**config.mk**
```make
export PLATFORM = sky130hd
export DESIGN_NAME = bearer_release_audit_fault_fsm
export DESIGN_NICKNAME = d
export VERILOG_FILES = /design/src/include/bcc_pkg.sv /design/src/include/timer_ctl_if.sv /design/src/include/ack_msg_if.sv /design/src/core/bearer_release_audit_fault_fsm.sv /design/src/core/supervision_timer.sv /design/src/core/fault_ack_responder.sv
export SDC_FILE = /design/constraint.sdc
export NUM_CORES = 1
export LEC_CHECK = 0
export BUFFER_PORTS_ARGS = -buffer_cell sky130_fd_sc_hd__buf_4
export CAP_MARGIN = 10
export CORE_MARGIN = 2
export CORE_UTILIZATION = 50
export CTS_CLUSTER_DIAMETER = 120
export DETAILED_ROUTE_END_ITERATION = 12
export GPL_ROUTABILITY_DRIVEN = 0
export PLACE_DENSITY = 0.83
export SYNTH_ARGS = -nofsm -noshare
export SYNTH_HDL_FRONTEND = slang
export SYNTH_SLANG_ARGS = --single-unit
```
**constraint.sdc**
```tcl
create_clock -name core_clk -period 11.36 [get_ports core_clk]
set_input_delay 2.272 -clock core_clk [delete_from_list [all_inputs] [get_ports core_clk]]
set_output_delay 2.272 -clock core_clk [all_outputs]
set_load 0.05 [all_outputs]
```
**src/include/bcc_pkg.sv**
```systemverilog
// Purpose: shared constants and message kinds for the exchange-side bearer control block
// Assumes: 100 MHz core clock; message framing and error checks done upstream
// Notes: timer figures are plain defaults, overridable at the top level
// Functional notes
// - Idle release request sends DE-ALLOCATION naming the slots to free.
// - Sending DE-ALLOCATION starts release timer and enters release wait.
// - Matching complete reports confirmation, stops release timer, returns idle.
// - First release timeout resends DE-ALLOCATION, restarts timer, keeps waiting.
// - Second release timeout abandons release, returns idle, flags release error.
// - Complete while idle still gives release confirmation and stays idle.
// - Matching reject stops release timer, reports reject, returns idle.
// - Reject while idle gives reject indication and stays idle.
// - Idle audit request sends AUDIT naming one 64 kbit/s slot or port.
// - Sending AUDIT starts audit timer and enters audit wait.
// - Matching audit complete stops audit timer, confirms, returns idle.
// - First audit timeout resends AUDIT, restarts timer, keeps waiting.
// - Second audit timeout ends audit, returns idle, flags audit error.
// - Received AN FAULT raises fault indication and is acknowledged.
package bcc_pkg;
  typedef enum logic [2:0] {
    MSG_NONE,
    MSG_DEALLOC,
    MSG_DEALLOC_DONE,
    MSG_DEALLOC_REJ,
    MSG_AUDIT,
    MSG_AUDIT_DONE,
    MSG_FAULT,
    MSG_FAULT_ACK
  } msg_kind_t;

  localparam int REF_W = 13;
  localparam int TS_W = 13;
  localparam int PORT_W = 16;
  localparam int CAUSE_W = 8;
  localparam int TIMER_W = 32;
  localparam logic [REF_W-1:0] REF_RESET = 13'h0000;

  localparam int CLK_MHZ = 100;
  localparam int REL_TIMEOUT_US = 2000;
  localparam int AUD_TIMEOUT_US = 2000;
  localparam int REL_TIMER_CYCLES = REL_TIMEOUT_US * CLK_MHZ;
  localparam int AUD_TIMER_CYCLES = AUD_TIMEOUT_US * CLK_MHZ;
endpackage : bcc_pkg

```
**src/include/timer_ctl_if.sv**
```systemverilog
// Purpose: control and events between a procedure and its supervision timer
// Assumes: all signals on core_clk
// Notes: start with fresh set clears the expiry history
interface timer_ctl_if;
  logic start;
  logic fresh;
  logic stop;
  logic retry;
  logic giveUp;
  modport owner(output start, fresh, stop, input retry, giveUp);
  modport timer(input start, fresh, stop, output retry, giveUp);
endinterface : timer_ctl_if

```
**src/include/ack_msg_if.sv**
```systemverilog
// Purpose: pending fault acknowledge offered to the transmit stage
// Assumes: valid/ready handshake on core_clk
// Notes: refNum echoes the reference of the fault report
interface ack_msg_if;
  logic valid;
  logic ready;
  logic [bcc_pkg::REF_W-1:0] refNum;
  modport src(output valid, refNum, input ready);
  modport sink(input valid, refNum, output ready);
endinterface : ack_msg_if

```
**src/core/bearer_release_audit_fault_fsm.sv**
```systemverilog
// Purpose: exchange-side bearer release, audit and fault acknowledge control
// Assumes: rx messages pre-checked; tx link takes a word on txValid && txReady
// Notes: fault acks take the transmit stage ahead of own messages
module bearer_release_audit_fault_fsm #(
  parameter int unsigned REL_CYCLES = bcc_pkg::REL_TIMER_CYCLES,
  parameter int unsigned AUD_CYCLES = bcc_pkg::AUD_TIMER_CYCLES
) (
  // Clock and reset
  input wire logic core_clk,
  input wire logic rst,
  // Release request from resource manager
  input wire logic relReq,
  input wire logic [bcc_pkg::TS_W-1:0] relTs,
  input wire logic [bcc_pkg::PORT_W-1:0] relPort,
  output logic relReady,
  // Audit request from resource manager
  input wire logic audReq,
  input wire logic [bcc_pkg::TS_W-1:0] audTs,
  input wire logic [bcc_pkg::PORT_W-1:0] audPort,
  output logic audReady,
  // Release indications
  output logic relConfirm,
  output logic relReject,
  output logic [bcc_pkg::CAUSE_W-1:0] relCause,
  output logic relError,
  // Audit indications
  output logic audConfirm,
  output logic [bcc_pkg::TS_W-1:0] audResultTs,
  output logic [bcc_pkg::PORT_W-1:0] audResultPort,
  output logic audError,
  // Fault indication
  output logic faultInd,
  output logic [bcc_pkg::TS_W-1:0] faultTs,
  output logic [bcc_pkg::PORT_W-1:0] faultPort,
  // Received messages
  input wire logic rxValid,
  input wire bcc_pkg::msg_kind_t rxKind,
  input wire logic [bcc_pkg::REF_W-1:0] rxRef,
  input wire logic [bcc_pkg::TS_W-1:0] rxTs,
  input wire logic [bcc_pkg::PORT_W-1:0] rxPort,
  input wire logic [bcc_pkg::CAUSE_W-1:0] rxCause,
  // Transmitted messages
  output logic txValid,
  output bcc_pkg::msg_kind_t txKind,
  output logic [bcc_pkg::REF_W-1:0] txRef,
  output logic [bcc_pkg::TS_W-1:0] txTs,
  output logic [bcc_pkg::PORT_W-1:0] txPort,
  input wire logic txReady
);
  import bcc_pkg::*;

  typedef enum logic [2:0] {
    ST_IDLE,
    ST_SEND_REL,
    ST_WAIT_REL,
    ST_SEND_AUD,
    ST_WAIT_AUD
  } state_t;

  state_t state;
  state_t next_state;
  logic [REF_W-1:0] curRef;
  logic [REF_W-1:0] refCounter;
  logic [TS_W-1:0] curTs;
  logic [PORT_W-1:0] curPort;
  logic resend;
  logic isIdle;
  logic inRel;
  logic inAud;
  logic refMatch;
  logic relDone;
  logic relRej;
  logic audDone;
  logic idleDone;
  logic idleRej;
  logic relClose;
  logic txFree;
  logic ownSend;
  logic ownTaken;
  logic startRel;
  logic startAud;

  timer_ctl_if relTmr();
  timer_ctl_if audTmr();
  ack_msg_if ackMsg();

  supervision_timer #(
    .CYCLES(REL_CYCLES)
  ) u_rel_timer (
    .core_clk(core_clk),
    .rst(rst),
    .ctl(relTmr.timer)
  );

  supervision_timer #(
    .CYCLES(AUD_CYCLES)
  ) u_aud_timer (
    .core_clk(core_clk),
    .rst(rst),
    .ctl(audTmr.timer)
  );

  fault_ack_responder u_fault (
    .core_clk(core_clk),
    .rst(rst),
    .rxValid(rxValid),
    .rxKind(rxKind),
    .rxRef(rxRef),
    .rxTs(rxTs),
    .rxPort(rxPort),
    .faultInd(faultInd),
    .faultTs(faultTs),
    .faultPort(faultPort),
    .ack(ackMsg.src)
  );

  // Replies are matched by reference; stale or foreign ones fall through
  assign isIdle = state == ST_IDLE;
  assign inRel = state == ST_SEND_REL || state == ST_WAIT_REL;
  assign inAud = state == ST_SEND_AUD || state == ST_WAIT_AUD;
  assign refMatch = rxValid && rxRef == curRef;
  assign relDone = inRel && refMatch && rxKind == MSG_DEALLOC_DONE;
  assign relRej = inRel && refMatch && rxKind == MSG_DEALLOC_REJ;
  assign audDone = inAud && refMatch && rxKind == MSG_AUDIT_DONE;
  assign idleDone = isIdle && rxValid && rxKind == MSG_DEALLOC_DONE;
  assign idleRej = isIdle && rxValid && rxKind == MSG_DEALLOC_REJ;
  assign relClose = relDone || relRej;

  assign relReady = isIdle;
  assign audReady = isIdle && !relReq;
  assign startRel = isIdle && relReq;
  assign startAud = isIdle && audReq && !relReq;

  // Transmit stage: ack first, so a far-side fault timer is not starved
  assign txFree = !txValid || txReady;
  assign ackMsg.ready = txFree;
  assign ownSend = (state == ST_SEND_REL && !relClose) || (state == ST_SEND_AUD && !audDone);
  assign ownTaken = ownSend && txFree && !ackMsg.valid;

  // Timer runs from the moment the message is committed to the link
  assign relTmr.start = ownTaken && state == ST_SEND_REL;
  assign relTmr.fresh = !resend;
  assign relTmr.stop = relClose;
  assign audTmr.start = ownTaken && state == ST_SEND_AUD;
  assign audTmr.fresh = !resend;
  assign audTmr.stop = audDone;

  always_comb begin
    next_state = state;
    case (state)
      ST_IDLE: begin
        if (relReq) begin
          next_state = ST_SEND_REL;
        end else if (audReq) begin
          next_state = ST_SEND_AUD;
        end
      end
      ST_SEND_REL: begin
        if (relClose) begin
          next_state = ST_IDLE;
        end else if (ownTaken) begin
          next_state = ST_WAIT_REL;
        end
      end
      ST_WAIT_REL: begin
        if (relClose) begin
          next_state = ST_IDLE;
        end else if (relTmr.retry) begin
          next_state = ST_SEND_REL;
        end else if (relTmr.giveUp) begin
          next_state = ST_IDLE;
        end
      end
      ST_SEND_AUD: begin
        if (audDone) begin
          next_state = ST_IDLE;
        end else if (ownTaken) begin
          next_state = ST_WAIT_AUD;
        end
      end
      ST_WAIT_AUD: begin
        if (audDone) begin
          next_state = ST_IDLE;
        end else if (audTmr.retry) begin
          next_state = ST_SEND_AUD;
        end else if (audTmr.giveUp) begin
          next_state = ST_IDLE;
        end
      end
      default: begin
        next_state = ST_IDLE;
      end
    endcase
  end

  always_ff @(posedge core_clk or posedge rst) begin
    if (rst) begin
      state <= ST_IDLE;
    end else begin
      state <= next_state;
    end
  end

  // Procedure context; a resend reuses slot and reference unchanged
  always_ff @(posedge core_clk or posedge rst) begin
    if (rst) begin
      curRef <= REF_RESET;
      refCounter <= REF_RESET;
      curTs <= '0;
      curPort <= '0;
      resend <= 1'b0;
    end else if (startRel || startAud) begin
      curRef <= refCounter;
      refCounter <= refCounter + 1'b1;
      curTs <= startRel ? relTs : audTs;
      curPort <= startRel ? relPort : audPort;
      resend <= 1'b0;
    end else if (relTmr.retry || audTmr.retry) begin
      resend <= 1'b1;
    end
  end

  always_ff @(posedge core_clk or posedge rst) begin
    if (rst) begin
      txValid <= 1'b0;
      txKind <= MSG_NONE;
      txRef <= REF_RESET;
      txTs <= '0;
      txPort <= '0;
    end else if (txFree) begin
      if (ackMsg.valid) begin
        txValid <= 1'b1;
        txKind <= MSG_FAULT_ACK;
        txRef <= ackMsg.refNum;
        txTs <= '0;
        txPort <= '0;
      end else if (ownSend) begin
        txValid <= 1'b1;
        txKind <= state == ST_SEND_REL ? MSG_DEALLOC : MSG_AUDIT;
        txRef <= curRef;
        txTs <= curTs;
        txPort <= curPort;
      end else begin
        txValid <= 1'b0;
      end
    end
  end

  // Indications are one-cycle pulses with registered data
  always_ff @(posedge core_clk or posedge rst) begin
    if (rst) begin
      relConfirm <= 1'b0;
      relReject <= 1'b0;
      relCause <= '0;
      relError <= 1'b0;
    end else begin
      relConfirm <= relDone || idleDone;
      relReject <= relRej || idleRej;
      relError <= state == ST_WAIT_REL && relTmr.giveUp && !relClose;
      if (relRej || idleRej) begin
        relCause <= rxCause;
      end
    end
  end

  always_ff @(posedge core_clk or posedge rst) begin
    if (rst) begin
      audConfirm <= 1'b0;
      audResultTs <= '0;
      audResultPort <= '0;
      audError <= 1'b0;
    end else begin
      audConfirm <= audDone;
      audError <= state == ST_WAIT_AUD && audTmr.giveUp && !audDone;
      if (audDone) begin
        audResultTs <= rxTs;
        audResultPort <= rxPort;
      end
    end
  end

  a_rel_request: assert property (@(posedge core_clk) disable iff (rst)
    isIdle && relReq |=> state == ST_SEND_REL && curTs == $past(relTs))
    else $error("release request not taken up");

  a_rel_message: assert property (@(posedge core_clk) disable iff (rst)
    ownTaken && state == ST_SEND_REL |=> txValid && txKind == MSG_DEALLOC && txRef == curRef)
    else $error("release message not loaded");

  a_rel_wait: assert property (@(posedge core_clk) disable iff (rst)
    ownTaken && state == ST_SEND_REL |-> relTmr.start ##1 state == ST_WAIT_REL)
    else $error("release timer or wait state missing");

  a_rel_confirm: assert property (@(posedge core_clk) disable iff (rst)
    state == ST_WAIT_REL && refMatch && rxKind == MSG_DEALLOC_DONE
    |-> relTmr.stop ##1 relConfirm && isIdle)
    else $error("matching release complete not confirmed");

  a_rel_resend: assert property (@(posedge core_clk) disable iff (rst)
    state == ST_WAIT_REL && relTmr.retry && !relClose |=> state == ST_SEND_REL && resend)
    else $error("first release expiry did not resend");

  a_rel_giveup: assert property (@(posedge core_clk) disable iff (rst)
    state == ST_WAIT_REL && relTmr.giveUp && !relClose |=> relError && isIdle)
    else $error("second release expiry not reported");

  a_idle_confirm: assert property (@(posedge core_clk) disable iff (rst)
    idleDone && !relReq && !audReq |=> relConfirm && isIdle)
    else $error("stray complete not confirmed");

  a_rel_reject: assert property (@(posedge core_clk) disable iff (rst)
    relRej |-> relTmr.stop ##1 relReject && isIdle && relCause == $past(rxCause))
    else $error("matching reject not handled");

  a_idle_reject: assert property (@(posedge core_clk) disable iff (rst)
    idleRej |=> relReject && !relConfirm)
    else $error("stray reject not indicated");

  a_aud_message: assert property (@(posedge core_clk) disable iff (rst)
    ownTaken && state == ST_SEND_AUD |=> txValid && txKind == MSG_AUDIT && txTs == curTs)
    else $error("audit message not loaded");

  a_aud_wait: assert property (@(posedge core_clk) disable iff (rst)
    ownTaken && state == ST_SEND_AUD |-> audTmr.start ##1 state == ST_WAIT_AUD)
    else $error("audit timer or wait state missing");

  a_aud_confirm: assert property (@(posedge core_clk) disable iff (rst)
    audDone |=> audConfirm && isIdle && audResultTs == $past(rxTs))
    else $error("matching audit complete not confirmed");

  a_aud_resend: assert property (@(posedge core_clk) disable iff (rst)
    state == ST_WAIT_AUD && audTmr.retry && !audDone |=> state == ST_SEND_AUD)
    else $error("first audit expiry did not resend");

  a_aud_giveup: assert property (@(posedge core_clk) disable iff (rst)
    state == ST_WAIT_AUD && audTmr.giveUp && !audDone |=> audError && isIdle)
    else $error("second audit expiry not reported");
endmodule : bearer_release_audit_fault_fsm

```
**src/core/supervision_timer.sv**
```systemverilog
// Purpose: supervision timer with a one-retry expiry history
// Assumes: owner restarts it after each retransmission
// Notes: stops itself on expiry; events are one-cycle pulses
module supervision_timer #(
  parameter int unsigned CYCLES = 16
) (
  // Clock and reset
  input wire logic core_clk,
  input wire logic rst,
  // Control
  timer_ctl_if.timer ctl
);
  import bcc_pkg::*;

  logic running;
  logic expCount;
  logic [TIMER_W-1:0] count;
  logic lastTick;

  assign lastTick = running && !ctl.start && !ctl.stop && count == TIMER_W'(CYCLES - 1);

  always_ff @(posedge core_clk or posedge rst) begin
    if (rst) begin
      running <= 1'b0;
      count <= '0;
    end else if (ctl.start) begin
      running <= 1'b1;
      count <= '0;
    end else if (ctl.stop || lastTick) begin
      running <= 1'b0;
      count <= '0;
    end else if (running) begin
      count <= count + 1'b1;
    end
  end

  // One retransmission, then give up
  always_ff @(posedge core_clk or posedge rst) begin
    if (rst) begin
      expCount <= 1'b0;
    end else if (ctl.start && ctl.fresh) begin
      expCount <= 1'b0;
    end else if (lastTick) begin
      expCount <= 1'b1;
    end
  end

  always_ff @(posedge core_clk or posedge rst) begin
    if (rst) begin
      ctl.retry <= 1'b0;
      ctl.giveUp <= 1'b0;
    end else begin
      ctl.retry <= lastTick && !expCount;
      ctl.giveUp <= lastTick && expCount;
    end
  end

  a_retry_once: assert property (@(posedge core_clk) disable iff (rst)
    ctl.retry |-> expCount && !running)
    else $error("retry without recorded first expiry");

  a_fresh_clears: assert property (@(posedge core_clk) disable iff (rst)
    ctl.start && ctl.fresh |=> !expCount && running && count == '0)
    else $error("fresh start did not clear timer history");
endmodule : supervision_timer

```
**src/core/fault_ack_responder.sv**
```systemverilog
// Purpose: answers far-side fault reports and raises the fault indication
// Assumes: messages arrive already checked, one per cycle at most
// Notes: a second report before the first ack leaves keeps only the newest
module fault_ack_responder (
  // Clock and reset
  input wire logic core_clk,
  input wire logic rst,
  // Received message
  input wire logic rxValid,
  input wire bcc_pkg::msg_kind_t rxKind,
  input wire logic [bcc_pkg::REF_W-1:0] rxRef,
  input wire logic [bcc_pkg::TS_W-1:0] rxTs,
  input wire logic [bcc_pkg::PORT_W-1:0] rxPort,
  // Indication to resource manager
  output logic faultInd,
  output logic [bcc_pkg::TS_W-1:0] faultTs,
  output logic [bcc_pkg::PORT_W-1:0] faultPort,
  // Acknowledge toward transmit stage
  ack_msg_if.src ack
);
  import bcc_pkg::*;

  logic pending;
  logic newFault;

  assign newFault = rxValid && rxKind == MSG_FAULT;
  assign ack.valid = pending;

  // New report wins over the ack leaving in the same cycle
  always_ff @(posedge core_clk or posedge rst) begin
    if (rst) begin
      pending <= 1'b0;
      ack.refNum <= REF_RESET;
    end else if (newFault) begin
      pending <= 1'b1;
      ack.refNum <= rxRef;
    end else if (ack.ready) begin
      pending <= 1'b0;
    end
  end

  always_ff @(posedge core_clk or posedge rst) begin
    if (rst) begin
      faultInd <= 1'b0;
      faultTs <= '0;
      faultPort <= '0;
    end else begin
      faultInd <= newFault;
      if (newFault) begin
        faultTs <= rxTs;
        faultPort <= rxPort;
      end
    end
  end

  a_fault_answer: assert property (@(posedge core_clk) disable iff (rst)
    newFault |=> faultInd && ack.valid && ack.refNum == $past(rxRef))
    else $error("fault report not indicated or not queued for ack");
endmodule : fault_ack_responder

```
==> impl_metrics.json, run 1 <==
{
  "mappedNetlistArea_um2": 11400,
  "rows": 55,
  "grt-busiest-layer": "met2",
  "yosysSeqAreaShare_pct": 57.8,
  "hpwl_mm": 19.3,
  "syn-num-nets": 1251,
  "final_cells": 1657,
  "crit_buf_inv": 2,
  "cts_hold_buf": 0,
  "critPathLaunchType": "input port",
  "yosys_warnings": 0,
  "grt_use_met2_pct": 40.6,
  "slowest_stage": "buf_4",
  "grt_pass1_wl_mm": 48.0,
  "maxSlewHeadroom_pct": 24.6,
  "cts_setup_buffers": 0,
  "clockBufferDepth": 3,
  "power.leakage_uw": 0.00726,
  "stdcell_area_um2": 14300,
  "min_path_type": "register to register",
  "synth_cell_type_count": 55,
  "synth_ff_type": "dfrtp_1",
  "worstSetupPathType": "input port to primary output",
  "die_area_um2": 24000,
  "port_buffers": 236,
  "cp_max_fo": 5,
  "place_inst": 1604,
  "avgSynthCellArea_um2": 10.1,
  "num_io_pins": 237,
  "report.final.hold_viol_count": 0,
  "synthMuxAreaShare_pct": 2.58,
  "wl_mm": 29.2,
  "cap_violations": 0,
  "cellPowerDensity_nw_per_um2": 163,
  "clkLatencyLatePin_ns": 0.54,
  "multi_input_area_um2": 4490,
  "drive_gt1_share_pct": 24.1,
  "dpl_cell_area_um2": 13300,
  "drtAntennaViolNets": 0,
  "clock_sinks": 263,
  "post-route-period-util_pct": 44.7,
  "die_w_um": 155,
  "cts_root_buf": "clkbuf_16",
  "nFillCells": 1762,
  "layout_commonest_cell": "dfrtp_1",
  "h-tree-depth": 1,
  "grt_max_degree": 113,
  "area_delta_synth_final_pct": 25.8,
  "final.min_clock_period_ns": 5.07,
  "final_nets": 1470,
  "ir_drop_uv": 133,
  "synth_xor_area_share_pct": 6.61,
  "synth-edff-count": 0,
  "drv_slew": 0,
  "die_h_um": 155,
  "post_cts_resized": 0,
  "drt-initial-drc-count": 736,
  "dr_total_vias": 9350,
  "synth_compound_area_share_pct": 9.18,
  "overflow": 0,
  "antenna_found_initial": 0,
  "status": "finished clean",
  "route.detailed.wl_per_inst_um": 17.6,
  "ys_async_sr_fraction_pct": 100,
  "drt_first_pass_iters": 6,
  "cp_data_required_time_ns": 9.09,
  "power_uw": 2340,
  "grtUsageMet3_pct": 5.93,
  "seqCellArea_um2": 6580,
  "synth-simple-area-share_pct": 20.6,
  "start_util_pct": 50.6,
  "layout_common_cells": "263 x dfrtp_1, 259 x nand2_1, 246 x buf_4, 102 x nor2_1, 69 x o22ai_1",
  "rsz0062_at_grt": "no",
  "core_um2": 22500,
  "synth_top_family_by_area": "simple AND/OR/NAND/NOR gates",
  "antennaDiodeCount": 0,
  "clk_pin_slew_worst_paths_ns": 0.06,
  "final.setup.tns_ns": 0,
  "cp-end-kind": "primary output",
  "netlist_instances": 1131,
  "cts_tree": "built",
  "clock_skew_ns": 0.0182,
  "grt_usage_pct": 24.4,
  "place_ws_ns": 6.30,
  "crit_top_cell": "buf_4",
  "tightest_slew_ns": 1.13,
  "avgViaCountPerCell": 5.64,
  "drc": 0,
  "setup_viol": 0,
  "synth_seq_cells": 263,
  "cp_top_family": "buffers and inverters",
  "fmaxAchievable_mhz": 197,
  "grt_pass1_vias": 9559,
  "max_stage_delay_ns": 0.23,
  "crit_path_cell_trace": "buf_4 > nor2_1 > buf_4",
  "synth_fa_ha_area_share_pct": 0.329,
  "worst_slack_ns": 6.29,
  "arrival_ns": 2.80,
  "met1_usage_pct": 31.8,
  "numCtsBuffers": 28
}
metal layers:
layer / vias to the layer above / wire (um)
li1: 4335 / -
met1: 4568 / 12000
met2: 381 / 14000
met3: 66 / 2280
met4: 0 / 836
met5: - / 0
power breakdown:
group          switching [uW]  total, uW  leakage (uW)  internal [uW]
clock network             386        974      0.000474            588
registers                43.4       1030       0.00353            992
logic                     219        328       0.00326            109
cell type report:
cell class | count | area share, %
Clock inverter | 20 | 1.73
Multi-Input combinational cell | 799 | 31.3
Tap cell | 285 | 2.49
Timing Repair Buffer | 247 | 13.0
Sequential cell | 263 | 45.9
Clock buffer | 32 | 5.21
Inverter | 11 | 0.340
synth_stat cells (2+ instances only):
| master | number | area (um^2) |
|---|---|---|
| a211o_1 | 2 | 17.5 |
| a211oi_1 | 2 | 15.0 |
| a21oi_1 | 35 | 175 |
| a22o_1 | 29 | 254 |
| a2bb2oi_1 | 2 | 17.5 |
| and2_1 | 4 | 25.0 |
| and3_1 | 22 | 138 |
| and4_1 | 3 | 26.3 |
| buf_2 | 15 | 75.1 |
| buf_4 | 6 | 45.0 |
| buf_6 | 4 | 45.0 |
| clkbuf_1 | 32 | 120 |
| clkinv_1 | 2 | 7.51 |
| dfrtp_1 | 263 | 6580 |
| ha_1 | 3 | 37.5 |
| inv_1 | 9 | 33.8 |
| mux2_2 | 23 | 259 |
| mux2i_1 | 2 | 20.0 |
| nand2_1 | 259 | 972 |
| nand2b_1 | 7 | 43.8 |
| nand3_1 | 25 | 125 |
| nand3b_1 | 2 | 15.0 |
| nand4_1 | 21 | 131 |
| nor2_1 | 102 | 383 |
| nor2b_1 | 7 | 43.8 |
| nor3_1 | 49 | 245 |
| nor3b_1 | 3 | 22.5 |
| nor4_1 | 11 | 68.8 |
| nor4_2 | 2 | 25.0 |
| o21ai_0 | 4 | 20.0 |
| o21ai_1 | 2 | 10.0 |
| o22ai_1 | 69 | 432 |
| or3_1 | 2 | 12.5 |
| or4_1 | 3 | 22.5 |
| xnor2_1 | 46 | 403 |
| xor2_1 | 40 | 350 |
state kept, by name, summed over array words and instances, names as in the netlist, 13 cells and up:
name and cells:
curPort 16, txRef 13, audResultTs 13, curRef 13, curTs 13, u_rel_timer.count 32
audResultPort 16, u_fault.ack.refNum 13, txPort 16, txTs 13, u_fault.faultTs 13, u_fault.faultPort 16
u_aud_timer.count 32, refCounter 13
kinds of logic after synthesis:
group,after synthesis
DFF,263
muxes,26
and+or+nand+nor,528
AOI/OAI and AO/OA,156
xor gates and xnor gates,86
adders and majority gates,3
buffers and inverters,69
worst paths after layout:
kind,from,to,slack [ns],cells after the start
min in group asynchronous,rst,relCause[3]$_DFFE_PP0P_,1.88,2
max in group asynchronous,rst,audResultPort[7]$_DFFE_PP0P_,7.12,4
max reg2reg,state[1]$_DFFE_PP0P_,u_aud_timer.expCount$_DFFE_PP0P_,8.35,7
min reg2reg,u_rel_timer.expCount$_DFFE_PP0P_,u_rel_timer.ctl.retry$_DFF_PP0_,0.46,1
min,u_rel_timer.expCount$_DFFE_PP0P_,u_rel_timer.ctl.retry$_DFF_PP0_,0.46,1
max,relReq,audReady,6.29,3
per-stage QoR:
step                      util [%]  hold WS, ns
after global placement        59.2        0.435
after floorplan                  -        0.417
after detailed placement      59.2        0.446
final                         63.7        0.465
after global routing          63.7        0.493
after CTS                     63.6        0.467
Note: power is estimated with default switching activity, not from simulation.
==> inputs of run 2 (changes only) <==
- clock period: 11.36 -> 5 ns (I/O delays scaled with it)
==> run 2 against run 1 <==
  * Via count rose by 0.13%
  * Flip-flop and latch count did not move
  * Critical path type is now register to primary output
  * Cell area down 0.61%
==> impl_metrics.json, run 2 (synthesized netlist as in run 1, its figures left out) <==
{
  "cts_setup_buffers": 0,
  "final.min_clock_period_ns": 3.82,
  "layout_commonest_cell": "dfrtp_1",
  "die_area_um2": 24000,
  "grt_pass1_vias": 9521,
  "cts_root_buf": "clkbuf_16",
  "clock_skew_ns": 0.0242,
  "wl_mm": 29.3,
  "cp_top_family": "buffers and inverters",
  "clk_pin_slew_worst_paths_ns": 0.06,
  "hpwl_mm": 19.4,
  "seqCellArea_um2": 6580,
  "grt_max_degree": 117,
  "post_cts_resized": 0,
  "dpl_cell_area_um2": 13300,
  "min_path_type": "input port to asynchronous set/reset pin",
  "num_io_pins": 237,
  "die_h_um": 155,
  "rows": 55,
  "cp_max_fo": 33,
  "cp_data_required_time_ns": 4.00,
  "final_nets": 1470,
  "status": "finished clean",
  "die_w_um": 155,
  "drv_slew": 0,
  "fmaxAchievable_mhz": 262,
  "drt_first_pass_iters": 6,
  "drtAntennaViolNets": 0,
  "maxSlewHeadroom_pct": 22.5,
  "overflow": 0,
  "numCtsBuffers": 27,
  "slowest_stage": "clkinv_1",
  "cts_tree": "built",
  "dr_total_vias": 9362,
  "clkLatencyLatePin_ns": 0.54,
  "avgViaCountPerCell": 5.66,
  "rsz0062_at_grt": "no",
  "tightest_slew_ns": 1.16,
  "port_buffers": 236,
  "route.detailed.wl_per_inst_um": 17.7,
  "clockBufferDepth": 3,
  "critPathLaunchType": "register",
  "report.final.hold_viol_count": 0,
  "setup_viol": 0,
  "drt-initial-drc-count": 525,
  "cts_hold_buf": 0,
  "clock_sinks": 263,
  "h-tree-depth": 1,
  "crit_buf_inv": 2,
  "crit_path_cell_trace": "or3_1 > clkinv_1 > buf_4",
  "drive_gt1_share_pct": 23.7,
  "start_util_pct": 50.6,
  "worstSetupPathType": "register to primary output",
  "multi_input_area_um2": 4490,
  "cp-end-kind": "primary output",
  "area_delta_synth_final_pct": 25.0,
  "top_regs": "u_aud_timer.count: 32 flops, u_rel_timer.count: 32 flops",
  "core_um2": 22500,
  "ir_drop_uv": 326,
  "stdcell_area_um2": 14200,
  "grt_usage_pct": 24.1,
  "nFillCells": 1777,
  "post-route-period-util_pct": 76.3,
  "max_stage_delay_ns": 0.88,
  "grt_pass1_wl_mm": 47.5,
  "power.leakage_uw": 0.00722,
  "cap_violations": 0,
  "layout_common_cells": "263 x dfrtp_1, 259 x nand2_1, 246 x buf_4, 102 x nor2_1, 69 x o22ai_1",
  "drc": 0,
  "antenna_found_initial": 2,
  "cellPowerDensity_nw_per_um2": 358,
  "final.setup.tns_ns": 0,
  "arrival_ns": 2.82,
  "whs_ns": 0.400
}
run 2: changes by cell type in the layout (fill, tap and decap cells not counted):
cell,before,now
inv_6,0,1
diode_2,0,1
clkinv_4,2,0
clkbuf_16,29,27
bufinv_16,5,2
clkinvlp_4,6,3
inv_8,1,0
buf_8,1,0
buf_16,0,1
buf_12,0,1
clkbuf_8,1,5
clkbuf_1,2,6
clkinv_2,7,5
run 2: path summary, 6_finish.rpt:
path                                             startpoint                           endpoint  slack [ns]  depth (start not counted)
setup / recovery                       state[1]$_DFFE_PP0P_                           relReady        1.18                          3
hold / removal                                          rst               txTs[10]$_DFFE_PP0P_        0.40                          2
setup reg to reg                       state[1]$_DFFE_PP0P_              curTs[11]$_DFFE_PP0P_        1.46                          5
hold reg to reg            u_rel_timer.expCount$_DFFE_PP0P_    u_rel_timer.ctl.retry$_DFF_PP0_        0.45                          1
max in group asynchronous                               rst  u_aud_timer.count[15]$_DFFE_PP0P_        3.46                          3
min in group core_clk      u_rel_timer.expCount$_DFFE_PP0P_    u_rel_timer.ctl.retry$_DFF_PP0_        0.45                          1
run 2: worst reg2reg max path: stages, from the launching register on:
cell and delay [ns]:
dfrtp_1 0.57, or3_1 0.29, clkinv_1 0.88, nand2_1 1.28
o22ai_1 0.23, a21oi_1 0.21
run 2: where the power goes:
part           switching, uW  leakage (uW)  total [uW]  internal (uW)
Clock                    828      0.000428        2000           1170
Sequential               102       0.00353        2350           2250
Combinational            499       0.00327         747            248
Total                   1430       0.00722        5100           3670
run 2: area by class of cell:
type	instances	area share [%]
flip-flops and latches	263	46.2
repair buffers	248	13.3
diodes	1	0.0176
multi-input cells	799	31.5
clock inverters	10	0.764
inverters	11	0.316
well taps	285	2.50
clock buffers	38	5.38
run 2: through the flow:
step | total power [uW] | setup slack (ns) | instances | util [%]
finish | 5100 | 1.18 | 1655 | 63.3
floorplan | 2850 | 0.530 | 1131 | -
global placement | 3120 | 1.51 | 1605 | 59.3
global route | 5290 | 1.05 | 1655 | 63.3
detailed placement | 3140 | 1.37 | 1605 | 59.3
CTS | 5140 | 1.23 | 1653 | 63.2
run 2: layer usage:
layer / wire, um / GRT usage (%) / vias to the layer above
li1: - / - / 4315
met1: 11900 / 30.9 / 4610
met2: 14200 / 41.1 / 392
met3: 2640 / 6.16 / 43
met4: 464 / 6.22 / 2
met5: 13 / 0 / -
